===== config.mk =====
export PLATFORM = sky130hd
export DESIGN_NAME = rfid_tag_controller
export DESIGN_NICKNAME = d
export VERILOG_FILES = /design/src/design/rfid_tag_pkg.sv /design/src/design/bit_buffer.sv /design/src/design/rfid_tag_controller.sv
export SDC_FILE = /design/constraint.sdc
export NUM_CORES = 1
export LEC_CHECK = 0
export BUFFER_PORTS_ARGS = -buffer_cell sky130_fd_sc_hd__buf_4
export CORE_MARGIN = 10
export CORE_UTILIZATION = 51
export CTS_BUF_LIST = sky130_fd_sc_hd__clkbuf_8
export DETAILED_ROUTE_END_ITERATION = 6
export PLACE_DENSITY = 0.66
export RECOVER_POWER = 100
export SYNTH_ARGS = -nofsm -noshare
export SYNTH_HDL_FRONTEND = slang
export SYNTH_SLANG_ARGS = --single-unit

===== constraint.sdc =====
create_clock -name i_clk -period 6.9 [get_ports i_clk]
set_input_delay 0 -clock i_clk [delete_from_list [all_inputs] [get_ports i_clk]]
set_output_delay 0 -clock i_clk [all_outputs]
set_load 0.03 [all_outputs]

===== src/design/rfid_tag_pkg.sv =====
// Shared constants and types for the passive tag controller
package rfid_tag_pkg;

    // ------------------------------------------------------------
    // Time base
    // ------------------------------------------------------------
    localparam int unsigned CLK_HZ = 40_000_000;
    localparam int unsigned HALF_BIT_NS = 7000;
    // Each Manchester half lasts a whole number of cycles, never less than one
    localparam int unsigned HALF_BIT_CYC_RAW = (HALF_BIT_NS * (CLK_HZ / 1_000_000)) / 1000;
    localparam int unsigned HALF_BIT_CYC = (HALF_BIT_CYC_RAW < 1) ? 1 : HALF_BIT_CYC_RAW;
    localparam int unsigned HALF_CNT_W = 9;

    // ------------------------------------------------------------
    // Sleep interval: nominal 100 ms, spread 40 percent either way
    // ------------------------------------------------------------
    localparam int unsigned SLEEP_NOM_MS = 100;
    localparam int unsigned SLEEP_VAR_PCT = 40;
    localparam int unsigned CYC_PER_MS = CLK_HZ / 1000;
    localparam int unsigned SLEEP_MIN_CYC = CYC_PER_MS * SLEEP_NOM_MS * (100 - SLEEP_VAR_PCT) / 100;
    localparam int unsigned SLEEP_SPAN_CYC = CYC_PER_MS * SLEEP_NOM_MS * (2 * SLEEP_VAR_PCT) / 100;
    localparam int unsigned SLEEP_W = 24;
    localparam logic [15:0] LFSR_TAPS = 16'hB400;
    localparam logic [15:0] LFSR_SEED_DEF = 16'hACE1;

    // ------------------------------------------------------------
    // Memory and programming port
    // ------------------------------------------------------------
    localparam int unsigned MEM_BITS = 154;
    localparam int unsigned MEM_PTR_W = 8;
    localparam logic [MEM_PTR_W-1:0] MEM_LAST = 8'h99;
    localparam int unsigned CODE_BITS = 10;
    localparam logic [3:0] CODE_LAST = 4'h9;
    localparam logic [9:0] CODE_ERASE = 10'h1D4;
    localparam logic [9:0] CODE_PROGRAM = 10'h1D2;
    localparam logic [9:0] CODE_READ = 10'h1D6;

    // Pin synchroniser lanes
    localparam int unsigned SY_N = 4;
    localparam int unsigned SY_SUPPLY = 0;
    localparam int unsigned SY_PCLK = 1;
    localparam int unsigned SY_PDATA = 2;
    localparam int unsigned SY_HV = 3;

    // ------------------------------------------------------------
    // Types
    // ------------------------------------------------------------
    typedef struct packed {
        logic last;
        logic data;
    } tx_bit_t;

    typedef enum logic [1:0] {TX_IDLE, TX_SEND, TX_SLEEP} tx_state_t;
    typedef enum logic [1:0] {PF_CODE, PF_PROGRAM, PF_READ} prog_state_t;
    typedef enum logic [1:0] {MODE_NONE, MODE_ERASE, MODE_PROGRAM, MODE_READ} mode_t;

endpackage


===== src/design/bit_buffer.sv =====
// Small valid/ready FIFO between memory reader and Manchester encoder
`timescale 1ns/1ps
module bit_buffer #(
    parameter int unsigned WIDTH = 2,
    parameter int unsigned DEPTH = 2
) (
    // Clock and reset
    input wire logic i_clk,
    input wire logic i_reset,
    input wire logic i_flush,
    // Fill side
    input wire logic i_valid,
    input wire logic [WIDTH-1:0] i_data,
    output logic o_ready,
    // Drain side
    output logic o_valid,
    output logic [WIDTH-1:0] o_data,
    input wire logic i_ready
);
    localparam int unsigned PW = (DEPTH > 1) ? $clog2(DEPTH) : 1;
    localparam logic [PW:0] FULL_CNT = (PW+1)'(DEPTH);
    localparam logic [PW-1:0] LAST_SLOT = PW'(DEPTH - 1);

    logic [WIDTH-1:0] slot_ff [DEPTH];
    logic [PW-1:0] wr_ff;
    logic [PW-1:0] rd_ff;
    logic [PW:0] cnt_ff;
    logic push;
    logic pop;

    // Honest flags: ready drops only when every slot holds a word
    assign o_ready = (cnt_ff != FULL_CNT);
    assign o_valid = (cnt_ff != '0);
    assign o_data = slot_ff[rd_ff];
    assign push = i_valid && o_ready;
    assign pop = o_valid && i_ready;

    // Storage needs no reset; occupancy decides what is visible
    always_ff @(posedge i_clk) begin
        if (push) begin
            slot_ff[wr_ff] <= i_data;
        end
    end

    // Pointers and occupancy
    always_ff @(posedge i_clk) begin
        if (i_reset || i_flush) begin
            wr_ff <= '0;
            rd_ff <= '0;
            cnt_ff <= '0;
        end else begin
            if (push) begin
                wr_ff <= (wr_ff == LAST_SLOT) ? '0 : wr_ff + 1'b1;
            end
            if (pop) begin
                rd_ff <= (rd_ff == LAST_SLOT) ? '0 : rd_ff + 1'b1;
            end
            if (push && !pop) begin
                cnt_ff <= cnt_ff + 1'b1;
            end else if (pop && !push) begin
                cnt_ff <= cnt_ff - 1'b1;
            end
        end
    end
endmodule


===== src/design/rfid_tag_controller.sv =====
// Tag controller: Manchester transmitter, sleep timer and contact programming port
// Operation
// - Switch on cloaks, off uncloaks antenna
// - One: uncloak then cloak, 7 us each
// - Zero: cloak then uncloak, 7 us each
// - Stream 154 memory bits Manchester-encoded
// - Randomised ~100 ms sleep, held cloaked
// - Internal reset until supply is sufficient
// - Oscillator clock sets bit timing
// - Sample program data on clock rise
// - Run mode once tenth bit arrives
// - Clock high then high voltage exits
// - New mode accepted after function ends
// - Code 0111010100 erases memory
// - Code 0111010010 programs memory
// - Code 0111010110 reads memory back
// - Sleep follows the complete transmission
// - Transmit and sleep repeat while powered
`timescale 1ns/1ps
module rfid_tag_controller
    import rfid_tag_pkg::*;
#(
    parameter int unsigned SLEEP_MIN = SLEEP_MIN_CYC,
    parameter int unsigned SLEEP_SPAN = SLEEP_SPAN_CYC,
    parameter logic [15:0] LFSR_SEED = LFSR_SEED_DEF,
    parameter logic [MEM_BITS-1:0] MEM_INIT = '0
) (
    // Clock and power-on reset
    input wire logic i_clk,
    input wire logic i_reset,
    // Supply monitor
    input wire logic i_supply_ok,
    // Contact programming pads
    input wire logic i_prg_clk,
    input wire logic i_prg_data,
    input wire logic i_prg_hv,
    output logic o_prg_data,
    output logic o_prg_data_oe,
    // Antenna modulation and status
    output logic o_mod_switch,
    output logic o_prog_active
);

    // ------------------------------------------------------------
    // Helpers
    // ------------------------------------------------------------
    function automatic mode_t mode_of(input logic [CODE_BITS-1:0] code);
        mode_t m;
        m = MODE_NONE;
        if (code == CODE_ERASE) begin
            m = MODE_ERASE;
        end else if (code == CODE_PROGRAM) begin
            m = MODE_PROGRAM;
        end else if (code == CODE_READ) begin
            m = MODE_READ;
        end
        return m;
    endfunction

    function automatic logic [SLEEP_W-1:0] rand_sleep(input logic [15:0] r);
        logic [47:0] prod;
        prod = 48'(r) * 48'(SLEEP_SPAN);
        return SLEEP_W'(48'(SLEEP_MIN) + (prod >> 16));
    endfunction

    // ------------------------------------------------------------
    // Pin synchronisers
    // ------------------------------------------------------------
    logic [SY_N-1:0] sy1_ff;
    logic [SY_N-1:0] sy2_ff;
    logic [SY_N-1:0] sy3_ff;
    logic [SY_N-1:0] filt_ff;
    logic [SY_N-1:0] filt_d_ff;
    logic pclk_rise;
    logic hv_rise;
    logic run_ok;

    // A pad change counts only once stages two and three agree
    always_ff @(posedge i_clk) begin
        if (i_reset) begin
            sy1_ff <= '0;
            sy2_ff <= '0;
            sy3_ff <= '0;
            filt_ff <= '0;
            filt_d_ff <= '0;
        end else begin
            sy1_ff <= {i_prg_hv, i_prg_data, i_prg_clk, i_supply_ok};
            sy2_ff <= sy1_ff;
            sy3_ff <= sy2_ff;
            filt_ff <= (sy2_ff & sy3_ff) | (filt_ff & (sy2_ff | sy3_ff));
            filt_d_ff <= filt_ff;
        end
    end

    assign pclk_rise = filt_ff[SY_PCLK] && !filt_d_ff[SY_PCLK];
    assign hv_rise = filt_ff[SY_HV] && !filt_d_ff[SY_HV];
    assign run_ok = filt_ff[SY_SUPPLY];

    // ------------------------------------------------------------
    // Programming port
    // ------------------------------------------------------------
    prog_state_t pf_ff;
    logic prog_active_ff;
    logic [CODE_BITS-1:0] code_ff;
    logic [3:0] code_cnt_ff;
    logic [MEM_PTR_W-1:0] pptr_ff;
    logic [MEM_BITS-1:0] mem_ff = MEM_INIT;
    logic [CODE_BITS-1:0] code_word;
    logic code_done;
    logic exit_evt;
    mode_t new_mode;

    // Leftmost code bit arrives first, so it ends up in the top bit
    assign code_word = {code_ff[CODE_BITS-2:0], filt_ff[SY_PDATA]};
    assign code_done = pclk_rise && (pf_ff == PF_CODE) && (code_cnt_ff == CODE_LAST);
    assign new_mode = code_done ? mode_of(code_word) : MODE_NONE;
    // Clock already high when high voltage appears on the data pad
    assign exit_evt = hv_rise && filt_ff[SY_PCLK];

    // Mode code collector; a wrong pattern is dropped and collection restarts
    always_ff @(posedge i_clk) begin
        if (i_reset || exit_evt || pf_ff != PF_CODE) begin
            code_ff <= '0;
            code_cnt_ff <= '0;
        end else if (pclk_rise) begin
            code_ff <= code_word;
            code_cnt_ff <= (code_cnt_ff == CODE_LAST) ? 4'h0 : code_cnt_ff + 4'h1;
        end
    end

    // Function sequencer: starts right after the tenth bit
    always_ff @(posedge i_clk) begin
        if (i_reset || exit_evt) begin
            pf_ff <= PF_CODE;
            prog_active_ff <= 1'b0;
            pptr_ff <= '0;
        end else begin
            unique case (pf_ff)
                PF_CODE: begin
                    pptr_ff <= '0;
                    if (new_mode != MODE_NONE) begin
                        prog_active_ff <= 1'b1;
                    end
                    if (new_mode == MODE_PROGRAM) begin
                        pf_ff <= PF_PROGRAM;
                    end else if (new_mode == MODE_READ) begin
                        pf_ff <= PF_READ;
                    end
                end
                PF_PROGRAM, PF_READ: begin
                    if (pclk_rise) begin
                        pptr_ff <= pptr_ff + 1'b1;
                        if (pptr_ff == MEM_LAST) begin
                            pf_ff <= PF_CODE;
                        end
                    end
                end
                default: begin
                    pf_ff <= PF_CODE;
                end
            endcase
        end
    end

    // Non-volatile array: reset leaves contents alone
    always_ff @(posedge i_clk) begin
        if (!i_reset) begin
            if (new_mode == MODE_ERASE) begin
                mem_ff <= '0;
            end else if (pf_ff == PF_PROGRAM && pclk_rise && !exit_evt) begin
                mem_ff[pptr_ff] <= filt_ff[SY_PDATA];
            end
        end
    end

    // Read-back drives the data pad while the read function runs
    always_ff @(posedge i_clk) begin
        if (i_reset || exit_evt) begin
            o_prg_data <= 1'b0;
            o_prg_data_oe <= 1'b0;
        end else begin
            o_prg_data <= (pf_ff == PF_READ) ? mem_ff[pptr_ff] : 1'b0;
            o_prg_data_oe <= (pf_ff == PF_READ);
        end
    end

    assign o_prog_active = prog_active_ff;

    // ------------------------------------------------------------
    // Transmit sequencer
    // ------------------------------------------------------------
    tx_state_t tx_state_ff;
    logic [SLEEP_W-1:0] sleep_cnt_ff;
    logic [15:0] lfsr_ff;
    logic int_reset;
    logic cell_end;
    logic enc_busy_ff;
    logic enc_half_ff;
    logic [HALF_CNT_W-1:0] enc_cnt_ff;
    tx_bit_t cur_ff;
    logic half_end;

    // Hold the transmitter in reset until the supply is good enough; the programming port and LFSR keep running
    assign int_reset = i_reset || !run_ok;

    // Free-running LFSR gives each tag its own sleep length
    always_ff @(posedge i_clk) begin
        if (i_reset) begin
            lfsr_ff <= LFSR_SEED;
        end else begin
            lfsr_ff <= lfsr_ff[0] ? ((lfsr_ff >> 1) ^ LFSR_TAPS) : (lfsr_ff >> 1);
        end
    end

    // Send, sleep, send again for as long as the field lasts
    always_ff @(posedge i_clk) begin
        if (int_reset || prog_active_ff) begin
            tx_state_ff <= TX_IDLE;
            sleep_cnt_ff <= '0;
        end else begin
            unique case (tx_state_ff)
                TX_IDLE: begin
                    tx_state_ff <= TX_SEND;
                end
                TX_SEND: begin
                    if (cell_end && cur_ff.last) begin
                        tx_state_ff <= TX_SLEEP;
                        sleep_cnt_ff <= rand_sleep(lfsr_ff);
                    end
                end
                TX_SLEEP: begin
                    if (sleep_cnt_ff == '0) begin
                        tx_state_ff <= TX_SEND;
                    end else begin
                        sleep_cnt_ff <= sleep_cnt_ff - 1'b1;
                    end
                end
                default: begin
                    tx_state_ff <= TX_IDLE;
                end
            endcase
        end
    end

    // ------------------------------------------------------------
    // Memory reader feeding the buffer
    // ------------------------------------------------------------
    logic [MEM_PTR_W-1:0] rd_idx_ff;
    logic rd_done_ff;
    logic sending;
    tx_bit_t push_bit;
    tx_bit_t pop_bit;
    logic push_ready;
    logic pop_valid;
    logic pop_take;

    assign sending = (tx_state_ff == TX_SEND);
    assign push_bit = '{last: (rd_idx_ff == MEM_LAST), data: mem_ff[rd_idx_ff]};

    // Reader runs ahead; the buffer stalls it while the encoder is busy
    always_ff @(posedge i_clk) begin
        if (int_reset || !sending) begin
            rd_idx_ff <= '0;
            rd_done_ff <= 1'b0;
        end else if (!rd_done_ff && push_ready) begin
            rd_idx_ff <= rd_idx_ff + 1'b1;
            rd_done_ff <= (rd_idx_ff == MEM_LAST);
        end
    end

    bit_buffer #(
        .WIDTH($bits(tx_bit_t)),
        .DEPTH(2)
    ) u_bit_buffer (
        .i_clk(i_clk),
        .i_reset(i_reset),
        .i_flush(!sending),
        .i_valid(sending && !rd_done_ff),
        .i_data(push_bit),
        .o_ready(push_ready),
        .o_valid(pop_valid),
        .o_data(pop_bit),
        .i_ready(pop_take)
    );

    // ------------------------------------------------------------
    // Manchester encoder
    // ------------------------------------------------------------
    assign half_end = enc_busy_ff && (enc_cnt_ff == HALF_CNT_W'(HALF_BIT_CYC - 1));
    assign cell_end = half_end && enc_half_ff;
    // Next bit is taken on the last cycle of a cell, so cells abut with no gap
    assign pop_take = sending && pop_valid && (!enc_busy_ff || cell_end);

    always_ff @(posedge i_clk) begin
        if (int_reset || !sending) begin
            enc_busy_ff <= 1'b0;
            enc_half_ff <= 1'b0;
            enc_cnt_ff <= '0;
            cur_ff <= '0;
        end else if (pop_take) begin
            enc_busy_ff <= 1'b1;
            enc_half_ff <= 1'b0;
            enc_cnt_ff <= '0;
            cur_ff <= pop_bit;
        end else if (cell_end) begin
            enc_busy_ff <= 1'b0;
            enc_half_ff <= 1'b0;
            enc_cnt_ff <= '0;
        end else if (half_end) begin
            enc_half_ff <= 1'b1;
            enc_cnt_ff <= '0;
        end else if (enc_busy_ff) begin
            enc_cnt_ff <= enc_cnt_ff + 1'b1;
        end
    end

    // Switch high means cloaked; registered so the pad never glitches
    always_ff @(posedge i_clk) begin
        if (int_reset || prog_active_ff) begin
            o_mod_switch <= 1'b0;
        end else if (tx_state_ff == TX_SLEEP) begin
            o_mod_switch <= 1'b1;
        end else if (sending && enc_busy_ff) begin
            o_mod_switch <= enc_half_ff ? cur_ff.data : !cur_ff.data;
        end else begin
            o_mod_switch <= 1'b0;
        end
    end

    // ------------------------------------------------------------
    // Assertions
    // ------------------------------------------------------------
    property p_one_shape;
        @(posedge i_clk) disable iff (i_reset)
        (!int_reset && !prog_active_ff && sending && enc_busy_ff && cur_ff.data)
            |=> (o_mod_switch == $past(enc_half_ff));
    endproperty
    a_one_shape: assert property (p_one_shape) else $error("one bit shape wrong");

    property p_zero_shape;
        @(posedge i_clk) disable iff (i_reset)
        (!int_reset && !prog_active_ff && sending && enc_busy_ff && !cur_ff.data)
            |=> (o_mod_switch == !$past(enc_half_ff));
    endproperty
    a_zero_shape: assert property (p_zero_shape) else $error("zero bit shape wrong");

    property p_half_len;
        @(posedge i_clk) disable iff (i_reset)
        $rose(enc_half_ff) |-> ($past(enc_cnt_ff) == HALF_CNT_W'(HALF_BIT_CYC - 1));
    endproperty
    a_half_len: assert property (p_half_len) else $error("half cell length wrong");

    property p_sleep_cloak;
        @(posedge i_clk) disable iff (i_reset)
        (tx_state_ff == TX_SLEEP && !int_reset && !prog_active_ff) |=> o_mod_switch;
    endproperty
    a_sleep_cloak: assert property (p_sleep_cloak) else $error("not cloaked in sleep");

    property p_last_sleep;
        @(posedge i_clk) disable iff (i_reset)
        (!int_reset && !prog_active_ff && sending && cell_end && cur_ff.last)
            |=> (tx_state_ff == TX_SLEEP) ##1 (sleep_cnt_ff >= SLEEP_W'(SLEEP_MIN - 1));
    endproperty
    a_last_sleep: assert property (p_last_sleep) else $error("no sleep after last bit");

    property p_supply_hold;
        @(posedge i_clk) disable iff (i_reset)
        !run_ok |=> (tx_state_ff == TX_IDLE) && !o_mod_switch;
    endproperty
    a_supply_hold: assert property (p_supply_hold) else $error("ran without supply");

    property p_prog_quiet;
        @(posedge i_clk) disable iff (i_reset)
        prog_active_ff |=> !o_mod_switch && (tx_state_ff == TX_IDLE);
    endproperty
    a_prog_quiet: assert property (p_prog_quiet) else $error("transmit during programming");

    property p_code_start;
        @(posedge i_clk) disable iff (i_reset)
        (code_done && !exit_evt && mode_of(code_word) != MODE_NONE) |=> prog_active_ff;
    endproperty
    a_code_start: assert property (p_code_start) else $error("valid code not executed");

    property p_exit;
        @(posedge i_clk) disable iff (i_reset)
        exit_evt |=> !prog_active_ff && (pf_ff == PF_CODE) && !o_prg_data_oe;
    endproperty
    a_exit: assert property (p_exit) else $error("exit ignored");

    property p_prog_write;
        @(posedge i_clk) disable iff (i_reset)
        (pf_ff == PF_PROGRAM && pclk_rise && !exit_evt)
            |=> (mem_ff[$past(pptr_ff)] == $past(filt_ff[SY_PDATA]));
    endproperty
    a_prog_write: assert property (p_prog_write) else $error("programmed bit lost");

    property p_read_done;
        @(posedge i_clk) disable iff (i_reset)
        (pf_ff == PF_READ && pclk_rise && pptr_ff == MEM_LAST && !exit_evt) |=> (pf_ff == PF_CODE);
    endproperty
    a_read_done: assert property (p_read_done) else $error("no return after read");

endmodule


Yosys cells after proc, flatten, opt, wreduce, memory -nomap -nowiden. Memory sizes are Yosys's and may differ from the RTL's. A register that Yosys moved wholly into a read port is not among the register bits. Cells that the tools add are included.

Register bits after elaboration: 267. Bits in writable memories: 4. Input port bits: 6. Output and inout bits: 4. Word-level logic and storage cells: 164. Memories: 1.

Memories: u_bit_buffer.slot_ff (depth 2, bits a word 2, read ports 1, clocked after memory_dff 1, write ports 1, RTL line bit_buffer.sv:24) `logic [WIDTH-1:0] slot_ff [DEPTH];`.

Add/sub/neg operators: 10. $mul: 1. Magnitude comparators: 3. Equal/unequal tests: 21. Muxes and demuxes: 38. Bitwise gates (word level): 7. Reductions and logical operators: 58.

Operators by type and width (number): 154-bit bitwise mux (1); 154-bit 2-to-1 mux (1); 24-bit 2-to-1 mux (2); 24-bit one-hot mux with 2 select lines (1); 10-bit by 9-bit == test with 1-bit output (second input constant) (3); 16-bit by 12-bit multiplier with 28-bit output (second input constant) (1); 24-bit zero test (1); 2-bit 2-to-1 mux (12); 24-bit by 1-bit subtractor with 24-bit output (second input constant) (1); 22-bit by 22-bit adder with 23-bit output (first input constant) (1); 1-bit logical AND (20); 8-bit by 9-bit less-than comparator with 1-bit output (second input constant) (2); 8-bit by 1-bit adder with 8-bit output (second input constant) (2); 1-bit binary-select mux with 8-bit select (2); 8-bit == test (second input constant) (2); 16-bit 2-to-1 mux (1); 8-bit one-hot mux with 2 select lines (1); 2-bit nonzero test (8); 1-bit 2-to-1 mux (12); 1-bit zero test (10); 2-bit != test (second input constant) (5); 9-bit by 1-bit adder with 9-bit output (second input constant) (1); 9-bit == test (second input constant) (1); 4-bit bitwise AND (2); 25 further kinds (45).

Depth between registers and ports, before layout.
Depth after elaboration: 9. Mapped depth: 24. Mapped depth without buffers: 24.

Hierarchy. A second synthesis with hierarchy kept.

Cell total of the unflattened synthesis: 2089. Area total of the unflattened synthesis: 19322.3 sq um.

Modules (own cells, without submodules): rfid_tag_controller (instances 1, cells each 2058, area an instance 18943.2 sq um, sequential area each 6806.5 sq um); bit_buffer (instances 1, cells each 31, area an instance 379.1 sq um, sequential area each 220.2 sq um).

Worst setup path after synthesis. Ideal clock, no wire load.

Path kind: flip-flop to flip-flop. Start point: register code_cnt_ff[1]. End point: register mem_ff[0], enable pin. Setup time: 0.540 ns. Arrival: 5.546 ns. Data required time: 6.360 ns. Path slack: 0.813 ns. Stages on the path, launching flop included: 6. Path buffers: 1. Clock period less this slack: 6.087 ns. Path through: dfxtp_1 or4b_2 nor4_1 and3b_1 clkbuf_1 a32o_1.

Word-level cells in the longest chain between the ends: 6.

RTL lines: start: declaration (RTL line rfid_tag_controller.sv:105) `logic [3:0] code_cnt_ff;`; start signal: assignment (RTL line rfid_tag_controller.sv:127) `code_cnt_ff <= (code_cnt_ff == CODE_LAST) ? 4'h0 : code_cnt_ff + 4'h1;`; 4-bit == test (RTL line rfid_tag_controller.sv:115) `assign code_done = pclk_rise && (pf_ff == PF_CODE) && (code_cnt_ff == CODE_LAST);`; 1-bit logical AND (RTL line rfid_tag_controller.sv:115); 2-bit 2-to-1 mux (RTL line rfid_tag_controller.sv:116) `assign new_mode = code_done ? mode_of(code_word) : MODE_NONE;`; 2-bit by 1-bit == test with 1-bit output (RTL line rfid_tag_controller.sv:168) `if (new_mode == MODE_ERASE) begin`; 2-bit nonzero test (no line); 2-bit AND reduction (no line); end signal: indexed assignment (RTL line rfid_tag_controller.sv:171) `mem_ff[pptr_ff] <= filt_ff[SY_PDATA];`; end: declaration (RTL line rfid_tag_controller.sv:107) `logic [MEM_BITS-1:0] mem_ff = MEM_INIT;`.

Every way passes these cells. A chain may end at the register's enable or synchronous reset.

Final worst setup path.
Start point: register filt_ff[2]. End point: register mem_ff[104], data pin.

Word-level cells in the longest chain between the ends: 6. Elaborated cells between the ends (all ways): 10. Those cells by class: 4 x eq/ne; 6 x mux.

RTL lines: start: declaration (RTL line rfid_tag_controller.sv:72) `logic [SY_N-1:0] filt_ff;`; start signal: assignment (RTL line rfid_tag_controller.sv:90) `filt_ff <= (sy2_ff & sy3_ff) | (filt_ff & (sy2_ff | sy3_ff));`; 10-bit by 9-bit == test with 1-bit output (RTL line rfid_tag_controller.sv:54) `end else if (code == CODE_READ) begin`; 2-bit 2-to-1 mux (RTL line rfid_tag_controller.sv:54); 2-bit 2-to-1 mux (RTL line rfid_tag_controller.sv:52) `end else if (code == CODE_PROGRAM) begin`; 2-bit 2-to-1 mux (RTL line rfid_tag_controller.sv:50) `if (code == CODE_ERASE) begin`; 2-bit 2-to-1 mux (RTL line rfid_tag_controller.sv:116); 2-bit by 1-bit == test with 1-bit output (RTL line rfid_tag_controller.sv:168).

Parallel ways exist; a longest one is shown, timed or not. The select of a mux whose other input is x is not followed.

==> flow_summary.toml <==
[layout]
final_cells = 2499
syn_to_final_growth_pct = 6.092
regArea_mm2 = 0.007009
drive_gt1_share_pct = 10.64
nNetsFinal = 2150
multiInputGateArea_mm2 = 0.01095
n_antenna_cell = 0
final.fill_count = 3310

[sta]
finalClockSkew_ns = 0.04115
max_freq_ghz = 0.1615
tightest_slew_ns = 3.466
drv_slew = 342
rsz0062_at_grt = "false"
finalCriticalPeriod_ns = 6.193
finalSetupViolCount = 0
slew_headroom_pct = -131.4
hold_violations = 0
fin_tns_setup_ns = 0
timing.final.crit_share_pct = 89.75

[drt]
vias = 14890
dr.first_iter.drc_count = 1428
vias_per_cell = 5.958
routed_wl_um = 47180
wl_per_cell_um = 18.88
drtPass1Iterations = 5
antenna_left = 0
drcViolationCount = 0

[critical_path]
cp-end-kind = "flop"
worst_path_largest_cell_delay_ns = 1.49
crit_path_start_kind = "flop"
cp.required_ns = 7.26
cp_max_fo = 92
cp_cell_sequence = "or4b_2, nor4_1, and3b_4, clkbuf_2, buf_4, a21oi_1"
crit_type = "flop to flop"
crit_arrival_ns = 6.55
critPathSlowestCell = "dfxtp_1"

[synth]
yosysTopAreaCell = "edfxtp_1"
yosysMostFrequentCell = "nand2_1"
synthesis.area_mm2 = 0.01902
async_reset_ff_share_pct = 0
ys_top_cells_by_count = "nand2_1 (269), nor2_1 (244), a21oi_1 (218), o21ai_0 (209), edfxtp_1 (158)"
synth-seq-cells = 271
yosysWarnings = 0
synth_top_cell_area_share_pct = 24.94
synth_edf_count = 158
syn_area_per_cell_um2 = 9.229
yosysUniqueCellTypes = 76
seq_area_frac_synth_pct = 36.84
synthFlopType = "edfxtp_1"
synthCells = 2061
netlist_top_cells_area = "edfxtp_1 (25%), dfxtp_1 (12%), mux4_2 (12%)"
synth_nets = 2221

[outcome]
violations = "max-capacitance violations, max-slew violations"
status = "finished with violations"

[global_route]
grtUsageTotal_pct = 21.17
grt_max_degree = 93
grt_overflow_total = 0
grt_pass1_vias = 14610
grt_pass1_wl_um = 77270
antenna_found_initial = 0

[power]
power_per_cell_area_mw_per_mm2 = 294.1
cellLeakagePower_nw = 6.903
ir_worst_vdd_mv = 0.2608

[floorplanning]
pin_count = 10
rows = 70
initial_utilization_pct = 51.83
die_w_um = 213.1
fp.dieH_um = 213.1
dieArea_mm2 = 0.04542
fp.coreArea_mm2 = 0.03670

[clocking]
cts_num_sinks = 271
path_clk_slew_ns = 0.06
cts_tree = "yes"
ctsLongestPathBuffers = 3
clock_latency_ns = 0.65
root_buffer = "clkbuf_8"
numCtsBuffers = 50
cts_max_level = 2
post_cts_buffers = 0

[placed_design]
place_inst = 2397
io_buffers = 9
hpwl_um = 29800
routabilityCongestion = 0.8792

[min_path]
hold_path_class = "flop to flop"

[flow_run]
maxCapViolCount = 7
what timing repair did:
action                    4_1_cts  5_1_grt
hold endpoints to repair       32        0
gates resized for setup         0        0
hold buffers                    9        0
registers in the layout (all words and copies together), names as in the netlist, 4 cells and up:
register	flops
code_ff	9
filt_ff	4
sy2_ff	4
sy3_ff	4
sleep_cnt_ff	24
lfsr_ff	16
pptr_ff	8
code_cnt_ff	4
mem_ff	154
sy1_ff	4
rd_idx_ff	8
enc_cnt_ff	9
u_bit_buffer.slot_ff	4
stage by stage:
step	utilization (%)	area, µm²	power (mW)	hold WS, ns	setup slack [ns]
5_1_grt	54.99	20180	6.424	0.4621	0.3583
3_5_place_dp	52.37	19220	4.485	0.2144	1.067
3_3_place_gp	52.37	19220	4.463	0.2107	1.141
2_1_floorplan	-	19020	4.002	0.1282	0.8134
4_1_cts	55.26	20280	6.055	0.2893	1.044
6_report	54.99	20180	5.934	0.4446	0.7072
cell type report:
type / count / area share, %
clock buffers: 54 / 3.683
inverters: 117 / 2.176
clock inverters: 39 / 1.128
repair buffers: 30 / 1.128
well taps: 468 / 2.902
multi-input cells: 1520 / 54.25
flip-flops and latches: 271 / 34.73
worst paths after layout:
check,start,endpoint,slack (ns),depth (start not counted)
max,filt_ff[2],mem_ff[104],0.71,6
min,sy1_ff[0],sy2_ff[0],0.44,1
max reg2reg,filt_ff[2],mem_ff[104],0.71,6
min reg2reg,sy1_ff[0],sy2_ff[0],0.44,1
report_power, final:
group          switching [mW]  internal (mW)  leakage (nW)  total, mW
logic                    1.54           1.14          4.01       2.68
clock network           0.737          0.801         0.559       1.54
registers              0.0137           1.70          2.33       1.72
critical path: cells and delay by family, from the launching register on:
| kind | cells | cell delay [ns] |
|---|---|---|
| flip-flops | 1 | 1.49 |
| AO/OA/AOI/OAI | 1 | 0.10 |
| buffers and inverters | 2 | 2.18 |
| AND/OR/NAND/NOR | 3 | 2.02 |
placed cells by master (no fill, tap or decap), types with 18 or more instances in the layout:
cell type  Yosys  routed
xnor2_1       39      39
clkbuf_8       0      54
ha_1         118     118
nor2b_1       35      35
nor3_1        22      22
mux4_2        98      98
dfxtp_1      113     111
xor2_1        25      25
inv_1        117     134
edfxtp_1     158     158
nor2_1       244     244
fa_1          36      36
nand2_1      269     269
nand3_1       18      18
a21oi_1      218     221
o21ai_0      209     210
metal layers:
metal  routed length [µm]  up-vias  global-route usage (%)
met2                22900      467                   35.52
met3                 2761      110                   3.372
met1                19870     7147                   26.62
met4                 1638        0                   9.035
li1                     -     7164                       -
met5                    0        -                       0
cells by family (layout without fill, tap and decap cells):
kind of cell,Yosys count,in the layout,share of synthesized area (%)
compound gates,524,524,15.68
simple gates,668,668,15.27
fa+ha+maj,154,154,11.55
flops,271,271,36.84
buf+inv,270,240,5.407
mux,109,109,12.22
xor+xnor,65,65,3.033
Power figures use the tool's default switching activity.
